[src/dpram_host_pkg.sv]
package dpram_host_pkg;
	// ************************************************************
	// geometry
	// ************************************************************
	localparam int ADDR_W       = 14;
	localparam int DATA_W       = 8;
	localparam int FLAG_ADDR_W  = 3;
	localparam logic [13:0] MAILBOX_TO_RIGHT = 14'h3FFF;
	localparam logic [13:0] MAILBOX_TO_LEFT  = 14'h3FFE;
	localparam int LSB_POS      = 0;
	// ************************************************************
	// timing, in ns, and derived cycle counts at 20 MHz
	// ************************************************************
	localparam int CLK_NS                  = 50;
	localparam int SELECT_TO_WRITE_END_NS  = 15;
	localparam int FLAG_UPDATE_PULSE_NS    = 10;
	localparam int WRITE_HOLD_AFTER_REL_NS = 15;
	localparam int READ_ACCESS_NS          = 20;
	localparam int RECOVERY_NS             = 20;
	function automatic int cyc_min(input int ns);
		int c;
		c = (ns + CLK_NS - 1) / CLK_NS;
		return (c < 1) ? 1 : c;
	endfunction
	localparam int WRITE_CYC   = cyc_min(SELECT_TO_WRITE_END_NS);
	localparam int PULSE_CYC   = cyc_min(FLAG_UPDATE_PULSE_NS);
	localparam int HOLD_CYC    = cyc_min(WRITE_HOLD_AFTER_REL_NS);
	localparam int READ_CYC    = cyc_min(READ_ACCESS_NS) + 1;
	localparam int RECOVER_CYC = cyc_min(RECOVERY_NS);
	localparam int CNT_W       = 4;
	// ************************************************************
	// request kinds
	// ************************************************************
	typedef enum logic [1:0] {
		OP_RAM_READ,
		OP_RAM_WRITE,
		OP_FLAG_READ,
		OP_FLAG_WRITE
	} op_e;
endpackage

[src/pulse_timer.sv]
`timescale 1ns/1ns
`default_nettype none
// down counter giving a one-cycle done pulse after a load
module pulse_timer
	import dpram_host_pkg::*;
(
	input  wire logic             clock,
	input  wire logic             reset,
	input  wire logic             load,
	input  wire logic [CNT_W-1:0] count,
	input  wire logic             hold,
	output logic                  done
);
	logic [CNT_W-1:0] cnt_q, cnt_d;
	logic             run_q, run_d;
	logic             done_q, done_d;

	always_comb begin
		cnt_d  = cnt_q;
		run_d  = run_q;
		done_d = 1'b0;
		if (load) begin
			cnt_d = count;
			run_d = 1'b1;
		end else if (run_q && !hold) begin
			if (cnt_q <= 4'h1) begin
				run_d  = 1'b0;
				done_d = 1'b1;
			end else begin
				cnt_d = cnt_q - 4'h1;
			end
		end
	end

	always_ff @(posedge clock) begin
		if (reset) begin
			cnt_q  <= 4'h0;
			run_q  <= 1'b0;
			done_q <= 1'b0;
		end else begin
			cnt_q  <= cnt_d;
			run_q  <= run_d;
			done_q <= done_d;
		end
	end

	assign done = done_q;
endmodule // pulse_timer
`default_nettype wire

[src/dpram_port_host.sv]
`timescale 1ns/1ns
`default_nettype none
// Functional notes
// - memory needs select low, flag select high; flags the reverse; held throughout.
// - read-not-write stays high for the whole of every read.
// - address changes only while read-not-write or chip select is high.
// - host never drives data while device may still drive the pins.
// - semaphore reads need a fresh select pulse of the minimum update width.
// - as slave, hold write asserted the set interval after busy rises.
module dpram_port_host
	import dpram_host_pkg::*;
(
	input  wire logic              clock,
	input  wire logic              reset,
	input  wire logic              req_valid,
	input  wire op_e               req_op,
	input  wire logic [ADDR_W-1:0] req_addr,
	input  wire logic [DATA_W-1:0] req_wdata,
	input  wire logic              slave_mode,
	output logic                   req_ready,
	output logic                   rsp_valid,
	output logic [DATA_W-1:0]      rsp_rdata,
	output logic                   rsp_flag_won,
	output logic [ADDR_W-1:0]      addr,
	output logic                   chip_select_n,
	output logic                   flag_lock_select_n,
	output logic                   read_not_write,
	output logic                   output_enable_n,
	output logic [DATA_W-1:0]      data_o,
	output logic                   data_oe_n,
	input  wire logic [DATA_W-1:0] data_i,
	input  wire logic              busy_n
);
	// ************************************************************
	// sequencer
	// ************************************************************
	typedef enum logic [2:0] {IDLE, SETUP, READ, WRITE, HOLD, RECOVER} state_e;
	state_e            state_q, state_d;
	op_e               op_q, op_d;
	logic [ADDR_W-1:0] addr_q, addr_d;
	logic [DATA_W-1:0] wdata_q, wdata_d, rdata_q, rdata_d;
	logic              cs_n_q, cs_n_d, fs_n_q, fs_n_d, rnw_q, rnw_d, oe_n_q, oe_n_d;
	logic              doe_n_q, doe_n_d, ready_q, ready_d, rv_q, rv_d, won_q, won_d;
	logic              t_load;
	logic [CNT_W-1:0]  t_count;
	logic              t_done;

	function automatic logic is_write(input op_e o);
		return (o == OP_RAM_WRITE) || (o == OP_FLAG_WRITE);
	endfunction
	function automatic logic is_flag(input op_e o);
		return (o == OP_FLAG_READ) || (o == OP_FLAG_WRITE);
	endfunction

	pulse_timer u_timer (
		.clock (clock),
		.reset (reset),
		.load  (t_load),
		.count (t_count),
		// slave busy stretches the write until busy is released
		.hold  (state_q == WRITE && slave_mode && !busy_n),
		.done  (t_done)
	);

	always_comb begin
		state_d = state_q;
		op_d    = op_q;
		addr_d  = addr_q;
		wdata_d = wdata_q;
		rdata_d = rdata_q;
		cs_n_d  = cs_n_q;
		fs_n_d  = fs_n_q;
		rnw_d   = rnw_q;
		oe_n_d  = oe_n_q;
		doe_n_d = doe_n_q;
		ready_d = 1'b0;
		rv_d    = 1'b0;
		won_d   = won_q;
		t_load  = 1'b0;
		t_count = 4'h0;
		unique case (state_q)
			IDLE: begin
				ready_d = 1'b1;
				if (req_valid && ready_q) begin
					// address moves only with both strobes high
					op_d    = req_op;
					addr_d  = is_flag(req_op) ? {{(ADDR_W-FLAG_ADDR_W){1'b0}}, req_addr[FLAG_ADDR_W-1:0]}
						: req_addr;
					wdata_d = req_wdata;
					rnw_d   = !is_write(req_op);
					ready_d = 1'b0;
					state_d = SETUP;
				end
			end
			SETUP: begin
				// exactly one select low; never both (illegal)
				cs_n_d = is_flag(op_q);
				fs_n_d = !is_flag(op_q);
				t_load = 1'b1;
				if (is_write(op_q)) begin
					// select falls after write start: pins are ours at once
					doe_n_d = 1'b0;
					t_count = 4'(WRITE_CYC);
					state_d = WRITE;
				end else begin
					oe_n_d  = 1'b0;
					t_count = 4'(READ_CYC > PULSE_CYC ? READ_CYC : PULSE_CYC);
					state_d = READ;
				end
			end
			READ: begin
				if (t_done) begin
					// flag reads: any line carries the latched value
					rdata_d = data_i;
					won_d   = is_flag(op_q) && !data_i[LSB_POS];
					cs_n_d  = 1'b1;
					fs_n_d  = 1'b1;
					oe_n_d  = 1'b1;
					t_load  = 1'b1;
					t_count = 4'(RECOVER_CYC);
					state_d = RECOVER;
				end
			end
			WRITE: begin
				if (t_done) begin
					t_load  = 1'b1;
					t_count = 4'(HOLD_CYC);
					state_d = HOLD;
				end
			end
			HOLD: begin
				if (t_done) begin
					// write ends on select rising; data still held this cycle
					cs_n_d  = 1'b1;
					fs_n_d  = 1'b1;
					t_load  = 1'b1;
					t_count = 4'(RECOVER_CYC);
					state_d = RECOVER;
				end
			end
			RECOVER: begin
				rnw_d   = 1'b1;
				doe_n_d = 1'b1;
				if (t_done) begin
					rv_d    = 1'b1;
					state_d = IDLE;
				end
			end
			default: state_d = IDLE;
		endcase
	end

	always_ff @(posedge clock) begin
		if (reset) begin
			state_q <= IDLE;
			op_q    <= OP_RAM_READ;
			addr_q  <= '0;
			wdata_q <= '0;
			rdata_q <= '0;
			cs_n_q  <= 1'b1;
			fs_n_q  <= 1'b1;
			rnw_q   <= 1'b1;
			oe_n_q  <= 1'b1;
			doe_n_q <= 1'b1;
			ready_q <= 1'b0;
			rv_q    <= 1'b0;
			won_q   <= 1'b0;
		end else begin
			state_q <= state_d;
			op_q    <= op_d;
			addr_q  <= addr_d;
			wdata_q <= wdata_d;
			rdata_q <= rdata_d;
			cs_n_q  <= cs_n_d;
			fs_n_q  <= fs_n_d;
			rnw_q   <= rnw_d;
			oe_n_q  <= oe_n_d;
			doe_n_q <= doe_n_d;
			ready_q <= ready_d;
			rv_q    <= rv_d;
			won_q   <= won_d;
		end
	end

	assign req_ready          = ready_q;
	assign rsp_valid          = rv_q;
	assign rsp_rdata          = rdata_q;
	assign rsp_flag_won       = won_q;
	assign addr               = addr_q;
	assign chip_select_n      = cs_n_q;
	assign flag_lock_select_n = fs_n_q;
	assign read_not_write     = rnw_q;
	assign output_enable_n    = oe_n_q;
	assign data_o             = wdata_q;
	assign data_oe_n          = doe_n_q;

	// ************************************************************
	// checks
	// ************************************************************
	both_selects_a: assert property (@(posedge clock) disable iff (reset)
		!(!chip_select_n && !flag_lock_select_n)) else $error("both selects low");
	read_rnw_high_a: assert property (@(posedge clock) disable iff (reset)
		(!output_enable_n) |-> read_not_write) else $error("read with write line low");
	addr_stable_a: assert property (@(posedge clock) disable iff (reset)
		(addr != $past(addr)) |-> (read_not_write || chip_select_n)) else $error("address moved under write");
	no_drive_read_a: assert property (@(posedge clock) disable iff (reset)
		(!output_enable_n) |-> data_oe_n) else $error("data driven during read");
	select_held_a: assert property (@(posedge clock) disable iff (reset)
		$fell(chip_select_n) |=> !chip_select_n [*2]) else $error("select dropped early");
	write_order_a: assert property (@(posedge clock) disable iff (reset)
		($fell(chip_select_n) || $fell(flag_lock_select_n)) && !read_not_write |-> !$past(read_not_write))
		else $error("select before write line");
	resp_after_a: assert property (@(posedge clock) disable iff (reset)
		$rose(chip_select_n) && !read_not_write |-> ##[1:3] rsp_valid) else $error("no write response");
	flag_pulse_a: assert property (@(posedge clock) disable iff (reset)
		$fell(flag_lock_select_n) |=> !flag_lock_select_n) else $error("flag pulse too short");
endmodule // dpram_port_host
`default_nettype wire

[config.mk]
export PLATFORM = sky130hd
export DESIGN_NAME = dpram_port_host
export DESIGN_NICKNAME = d
export VERILOG_FILES = /design/src/dpram_host_pkg.sv /design/src/pulse_timer.sv /design/src/dpram_port_host.sv
export SDC_FILE = /design/constraint.sdc
export NUM_CORES = 1
export LEC_CHECK = 0
export CAP_MARGIN = 20
export CORE_ASPECT_RATIO = 0.7
export CORE_MARGIN = 4
export CORE_UTILIZATION = 50
export DETAILED_ROUTE_END_ITERATION = 10
export DONT_BUFFER_PORTS = 1
export PLACE_DENSITY = 0.65
export SYNTH_ARGS = -nofsm -noshare
export SYNTH_HDL_FRONTEND = slang
export SYNTH_HIERARCHICAL = 1
export SYNTH_SLANG_ARGS = --single-unit
[constraint.sdc]
create_clock -name clock -period 1.9 [get_ports clock]
set_input_delay 0.38 -clock clock [delete_from_list [all_inputs] [get_ports clock]]
set_output_delay 0.38 -clock clock [all_outputs]
set_load 0.1 [all_outputs]
==> results of run 1 <==
[cells in the final DEF (no fill, tap or decap), types with 2 or more instances in the layout]
cell,instances
nand2_1,21
mux2i_1,2
nand2b_1,3
nand3_1,16
dfxtp_1,47
a31oi_1,2
o21ai_1,23
nor2b_1,2
o21ai_0,5
a21oi_1,41
clkbuf_8,6
nand4bb_1,2
buf_4,47
conb_1,2
inv_1,4
xor2_1,2
dfxtp_2,2
nor3_1,6
a311oi_1,4
nor2_1,9
a32oi_1,3
ha_1,2
nand4b_1,11
[registers in the layout, summed over array words and instances (netlist names)]
name and flops:
rsp_rdata 8, rsp_valid 1, rsp_flag_won 1, u_timer/cnt_q 4
u_timer/run_q 1, data_o 8, req_ready 1, addr 14
op_q 2, chip_select_n 1, flag_lock_select_n 1, read_not_write 1
data_oe_n 1, u_timer/done 1, output_enable_n 1, state_q 3
[cells by family (layout without fill, tap and decap cells)]
family	Yosys count	in the layout	share of synthesized area (%)
adders and majority gates	2	2	1.180
muxes	2	2	0.9440
other	1	2	0.1768
DFF	49	49	46.25
xor gates and xnor gates	2	2	0.8261
and+or+nand+nor	81	81	22.07
AOI/OAI and AO/OA	84	84	22.12
buffers and inverters	28	61	6.430
[worst min path at each step]
| stage | endpoint |
|---|---|
| global placement | rsp_rdata[2]$_SDFFE_PP0P_ |
| detailed placement | rsp_rdata[5]$_SDFFE_PP0P_ |
| CTS | data_o[4]$_SDFFE_PP0P_ |
| finish | u_timer/cnt_q[3]$_SDFFE_PP0P_ |
| floorplan | flag_lock_select_n$_SDFFE_PP1P_ |
| global route | addr[1]$_SDFFE_PP0P_ |
[stage by stage]
stage          power [mW]  cell area [um2]  utilization, %
6_report            2.309             2555           63.97
5_1_grt             2.407             2555           63.97
4_1_cts             2.335             2549           63.82
3_5_place_dp        1.568             2432           60.90
3_3_place_gp        1.564             2432           60.90
2_1_floorplan       1.501             2125               -
[critical path, cell delays in order, from the launching register on]
cell and delay (ns):
dfxtp_1 0.44, nor2_1 0.09, nand3_1 0.14, o21ai_0 0.10
buf_4 0.19, nor3_1 0.21, o21ai_2 0.15, a31oi_1 0.19
a311oi_1 0.06
[what timing repair did]
item                       4_1_cts  5_1_grt
setup buffers                    0        0
setup endpoints to repair        0        1
gates resized for setup          0        3
[final cells by class]
type                    instances  area, um2  area share [%]
well taps                      52      65.06           2.547
flip-flops and latches         49      983.4           38.49
clock inverters                 1      30.03           1.175
inverters                       5      18.77          0.7346
clock buffers                   7      86.33           3.379
multi-input cells             173       1007           39.42
repair buffers                 48      364.1           14.25
[where the power goes]
part           switching (mW)  total, mW  leakage [nW]  internal (mW)
Clock                   0.334      0.764        0.0585          0.429
Sequential             0.0250       1.09         0.398           1.07
Combinational           0.337      0.454         0.495          0.117
Total                   0.697       2.31         0.952           1.61
[per-layer routing]
| metal | GRT usage (%) | vias up | share of wire (%) |
|---|---|---|---|
| li1 | - | 957 | - |
| met1 | 24.46 | 842 | 46 |
| met2 | 28.20 | 57 | 44 |
| met3 | 6.719 | 8 | 8.7 |
| met4 | 5.929 | 0 | 1.4 |
| met5 | 0 | - | 0 |
==> flow_metrics.py, run 1 <==
metrics = {
    "yosys": {
        "async_flop_share_pct": 0,
        "ys_warn_count": 6,
        "yosys.cell_count.top_type": "dfxtp_1",
        "synth_top_area_share_pct": 46.25,
        "synth_cells": 249,
        "synthesis.area_um2": 2121,
        "synth_commonest_cells": "49 x dfxtp_1, 41 x a21oi_1, 23 x o21ai_1",
        "ys_types": 43,
        "ys_seq_elements": 49,
        "synth_flop_cell": "dfxtp_1",
        "yosysTopAreaCell": "dfxtp_1",
        "synth_area_leaders": "dfxtp_1 46%, a21oi_1 9.7%, o21ai_1 5.4%",
        "avgSynthCellArea_um2": 8.517,
        "synth_edf_count": 0,
        "ys_seq_area_share_pct": 46.25,
    },
    "die": {
        "io_pins": 75,
        "start_util_pct": 53.10,
        "die_h_um": 62.49,
        "die-area_um2": 5364,
        "num_rows": 19,
        "coreArea_um2": 3994,
        "die-width_um": 85.84,
    },
    "cts": {
        "postCtsHoldBufs": 0,
        "cts_buffers": 5,
        "clk_pin_slew_worst_paths_ns": 0.08,
        "root_buffer": "clkbuf_8",
        "h-tree-depth": 2,
        "cts_tree": "done",
        "cts_sinks": 49,
        "insertion_delay_ns": 0.30,
        "cts.path.max_buffers": 2,
    },
    "detailed_routing": {
        "vias_per_cell": 5.564,
        "drc": 0,
        "wire_per_inst_um": 14.76,
        "firstDrtPassIters": 4,
        "routed_wl_mm": 4.943,
        "ant_nets": 0,
        "vias": 1864,
        "first_iter_violations": 85,
    },
    "grt": {
        "grt_overflow": 0,
        "grt_pass1_vias": 1742,
        "grt_pass1_wl_mm": 8.169,
        "grt_max_degree": 50,
        "track_usage_pct": 18.58,
        "antenna_found_initial": 0,
    },
    "sta": {
        "final.period_utilization_pct": 88.97,
        "fin_ws_ns": 0.2095,
        "finalClockSkew_ns": 0.008000,
        "timing.fmax_mhz": 591.5,
        "fin_crit_ns": 1.690,
        "finalHoldViolations": 0,
        "setup-tns-final_ns": 0,
        "whs_ns": 0.1366,
        "setup_violations": 0,
        "rsz0062_at_grt": "no",
        "maxSlewViolCount": 0,
    },
    "placed_design": {
        "gp_congestion": 0.8639,
        "post-place-cells": 327,
        "dp_worst_setup_slack_ns": 0.2017,
        "hpwlAfterDp_mm": 3.369,
        "portBuffers": 0,
    },
    "critical_path": {
        "rrSetupSlack_ns": 0.21,
        "crit_path_end_kind": "flop",
        "worstReg2RegStart": "state_q[0]$_SDFFE_PP0P_",
        "crit_end": "u_timer/cnt_q[0]$_SDFFE_PP0P_",
        "r2r-end": "u_timer/cnt_q[0]$_SDFFE_PP0P_",
        "path_max_fanout": 12,
        "worst-r2r-cell-count": 8,
        "worstSetupStartpointType": "flop",
        "worstSetupPathType": "flop to flop",
        "critPathLaunch": "state_q[0]$_SDFFE_PP0P_",
        "crit_required_ns": 2.08,
        "arrival_ns": 1.87,
    },
    "worst_hold_path": {
        "min_path_type": "input pin to flop",
        "hold_start": "reset",
        "min_path_cells": 1,
    },
    "cells_and_area": {
        "drive_gt1_share_pct": 21.20,
        "num_antenna_cells": 0,
        "fill_cells": 369,
        "syn_to_final_growth_pct": 20.47,
        "final_cells": 335,
        "fin_nets": 321,
    },
    "power_and_ir_drop": {
        "vdd_drop_max_mv": 0.5419,
        "leakagePower_nw": 0.9522,
        "cellPowerDensity_nw_per_um2": 903.8,
    },
    "run": {
        "drv_cap": 0,
    },
    "outcome": {
        "status": "finished clean",
    },
}
Power figures use the tool's default switching activity.
==> inputs of run 2 (changes only) <==
--- a/config.mk
+++ b/config.mk
@@ -8,10 +8,10 @@
 export CAP_MARGIN = 20
 export CORE_ASPECT_RATIO = 0.7
 export CORE_MARGIN = 4
-export CORE_UTILIZATION = 50
+export CORE_UTILIZATION = 61
 export DETAILED_ROUTE_END_ITERATION = 10
 export DONT_BUFFER_PORTS = 1
-export PLACE_DENSITY = 0.65
+export PLACE_DENSITY = 0.77
 export SYNTH_ARGS = -nofsm -noshare
 export SYNTH_HDL_FRONTEND = slang
 export SYNTH_HIERARCHICAL = 1
==> constraint.sdc (replaced) <==
create_clock -name clock -period 1.8 [get_ports clock]
set_input_delay 0.36 -clock clock [delete_from_list [all_inputs] [get_ports clock]]
set_output_delay 0.36 -clock clock [all_outputs]
set_load 0.1 [all_outputs]
==> flow_metrics.py, run 2 (same netlist as run 1, synthesis figures left out) <==
metrics = {
    "grt": {
        "grt_pass1_vias": 1917,
        "antenna_found_initial": 0,
        "track_usage_pct": 23.73,
        "grt_overflow": 0,
        "grt_max_degree": 50,
        "grt_pass1_wl_mm": 8.376,
    },
    "cts": {
        "postCtsHoldBufs": 0,
        "cts_sinks": 49,
        "cts.path.max_buffers": 2,
        "insertion_delay_ns": 0.31,
        "root_buffer": "clkbuf_8",
        "cts_tree": "done",
        "h-tree-depth": 2,
        "clk_pin_slew_worst_paths_ns": 0.09,
        "cts_buffers": 5,
    },
    "sta": {
        "finalHoldViolations": 0,
        "whs_ns": 0.1074,
        "fin_ws_ns": 0.1324,
        "final.period_utilization_pct": 92.64,
        "setup_violations": 0,
        "setup-tns-final_ns": 0,
        "maxSlewViolCount": 0,
        "finalClockSkew_ns": 0.01097,
        "timing.fmax_mhz": 599.7,
        "fin_crit_ns": 1.668,
    },
    "die": {
        "io_pins": 75,
        "die-area_um2": 4499,
        "coreArea_um2": 3233,
        "die_h_um": 57.33,
        "num_rows": 17,
        "start_util_pct": 65.60,
        "die-width_um": 78.48,
    },
    "critical_path": {
        "crit_required_ns": 1.98,
        "rrSetupSlack_ns": 0.13,
        "crit_path_end_kind": "flop",
        "arrival_ns": 1.85,
        "critPathLaunch": "state_q[0]$_SDFFE_PP0P_",
        "worstReg2RegStart": "state_q[0]$_SDFFE_PP0P_",
        "r2r-end": "u_timer/cnt_q[0]$_SDFFE_PP0P_",
        "worst-r2r-cell-count": 8,
        "path_max_fanout": 8,
        "worstSetupStartpointType": "flop",
        "worstSetupPathType": "flop to flop",
    },
    "detailed_routing": {
        "wire_per_inst_um": 16.16,
        "vias_per_cell": 6.018,
        "firstDrtPassIters": 7,
        "vias": 1998,
        "drc": 0,
        "first_iter_violations": 106,
        "ant_nets": 0,
        "routed_wl_mm": 5.366,
    },
    "worst_hold_path": {
        "min_path_type": "input pin to flop",
        "min_path_cells": 1,
        "hold_end": "addr[11]$_SDFFE_PP0P_",
        "hold_start": "reset",
    },
    "cells_and_area": {
        "drive_gt1_share_pct": 23.86,
        "fill_cells": 229,
        "fin_nets": 324,
        "largest_register_ffs": 14,
        "final_cell_mix": "51 x buf_4, 45 x dfxtp_1, 41 x a21oi_1, 23 x o21ai_1, 21 x nand2_1",
        "final_common_cell": "buf_4",
        "syn_to_final_growth_pct": 20.94,
        "num_antenna_cells": 0,
    },
    "placed_design": {
        "hpwlAfterDp_mm": 3.619,
        "gp_congestion": 0.8648,
        "dp_worst_setup_slack_ns": 0.07126,
        "portBuffers": 0,
    },
    "power_and_ir_drop": {
        "cellPowerDensity_nw_per_um2": 938.9,
        "leakagePower_nw": 0.9661,
        "vdd_drop_max_mv": 0.6344,
        "p_total_mw": 2.408,
    },
    "run": {
        "drv_cap": 0,
    },
    "outcome": {
        "status": "finished clean",
    },
}
run 2: layout make-up:
| class | count | area, um2 | area share, % |
|---|---|---|---|
| Multi-Input combinational cell | 173 | 1015 | 39.56 |
| Tap cell | 47 | 58.81 | 2.293 |
| Clock buffer | 5 | 68.82 | 2.683 |
| Timing Repair Buffer | 51 | 382.9 | 14.93 |
| Inverter | 5 | 18.77 | 0.7317 |
| Sequential cell | 49 | 985.9 | 38.44 |
| Clock inverter | 2 | 35.03 | 1.366 |
run 2: worst max-delay path by stage:
| stage | cells past startpoint | endpoint |
|---|---|---|
| after floorplan | 9 | u_timer/cnt_q[0]$_SDFFE_PP0P_ |
| after global placement | 8 | u_timer/cnt_q[0]$_SDFFE_PP0P_ |
| after detailed placement | 8 | u_timer/cnt_q[0]$_SDFFE_PP0P_ |
| after CTS | 8 | u_timer/cnt_q[0]$_SDFFE_PP0P_ |
| after global routing | 8 | u_timer/cnt_q[0]$_SDFFE_PP0P_ |
| final | 8 | u_timer/cnt_q[0]$_SDFFE_PP0P_ |
run 2: through the flow:
step                      instance area [um2]  cells  util (%)
after detailed placement                 2435    323     75.31
after global placement                   2435    323     75.31
after global routing                     2565    332     79.33
after CTS                                2539    330     78.52
final                                    2565    332     79.33
after floorplan                          2126    250         -
run 2: timing repair:
item	4_1_cts	5_1_grt
endpoints found under the hold margin	0	0
setup endpoints to repair	0	4
gates resized for setup	0	6
buffers inserted	0	2
run 2: worst max-delay path, stage by stage (launching register included):
cell and delay, ns:
dfxtp_2 0.36, nor2b_2 0.17, nor2_1 0.11, o21ai_0 0.08, buf_4 0.17, nor3_1 0.24
o21ai_2 0.16, a31oi_1 0.19, a311oi_1 0.06
run 2: where the power goes:
part | switching [mW] | leakage, nW | internal (mW)
clock network | 0.359 | 0.0540 | 0.404
registers | 0.0270 | 0.399 | 1.13
logic | 0.364 | 0.513 | 0.127
total | 0.750 | 0.966 | 1.66
run 2: routing by layer:
layer	global-route usage (%)	share of wire [%]	wire, um	vias up
li1	-	-	-	963
met1	25.27	40	2143	956
met2	42.56	51	2712	73
met3	7.886	8.0	429	6
met4	11.72	1.5	81	0
met5	0	0	0	-
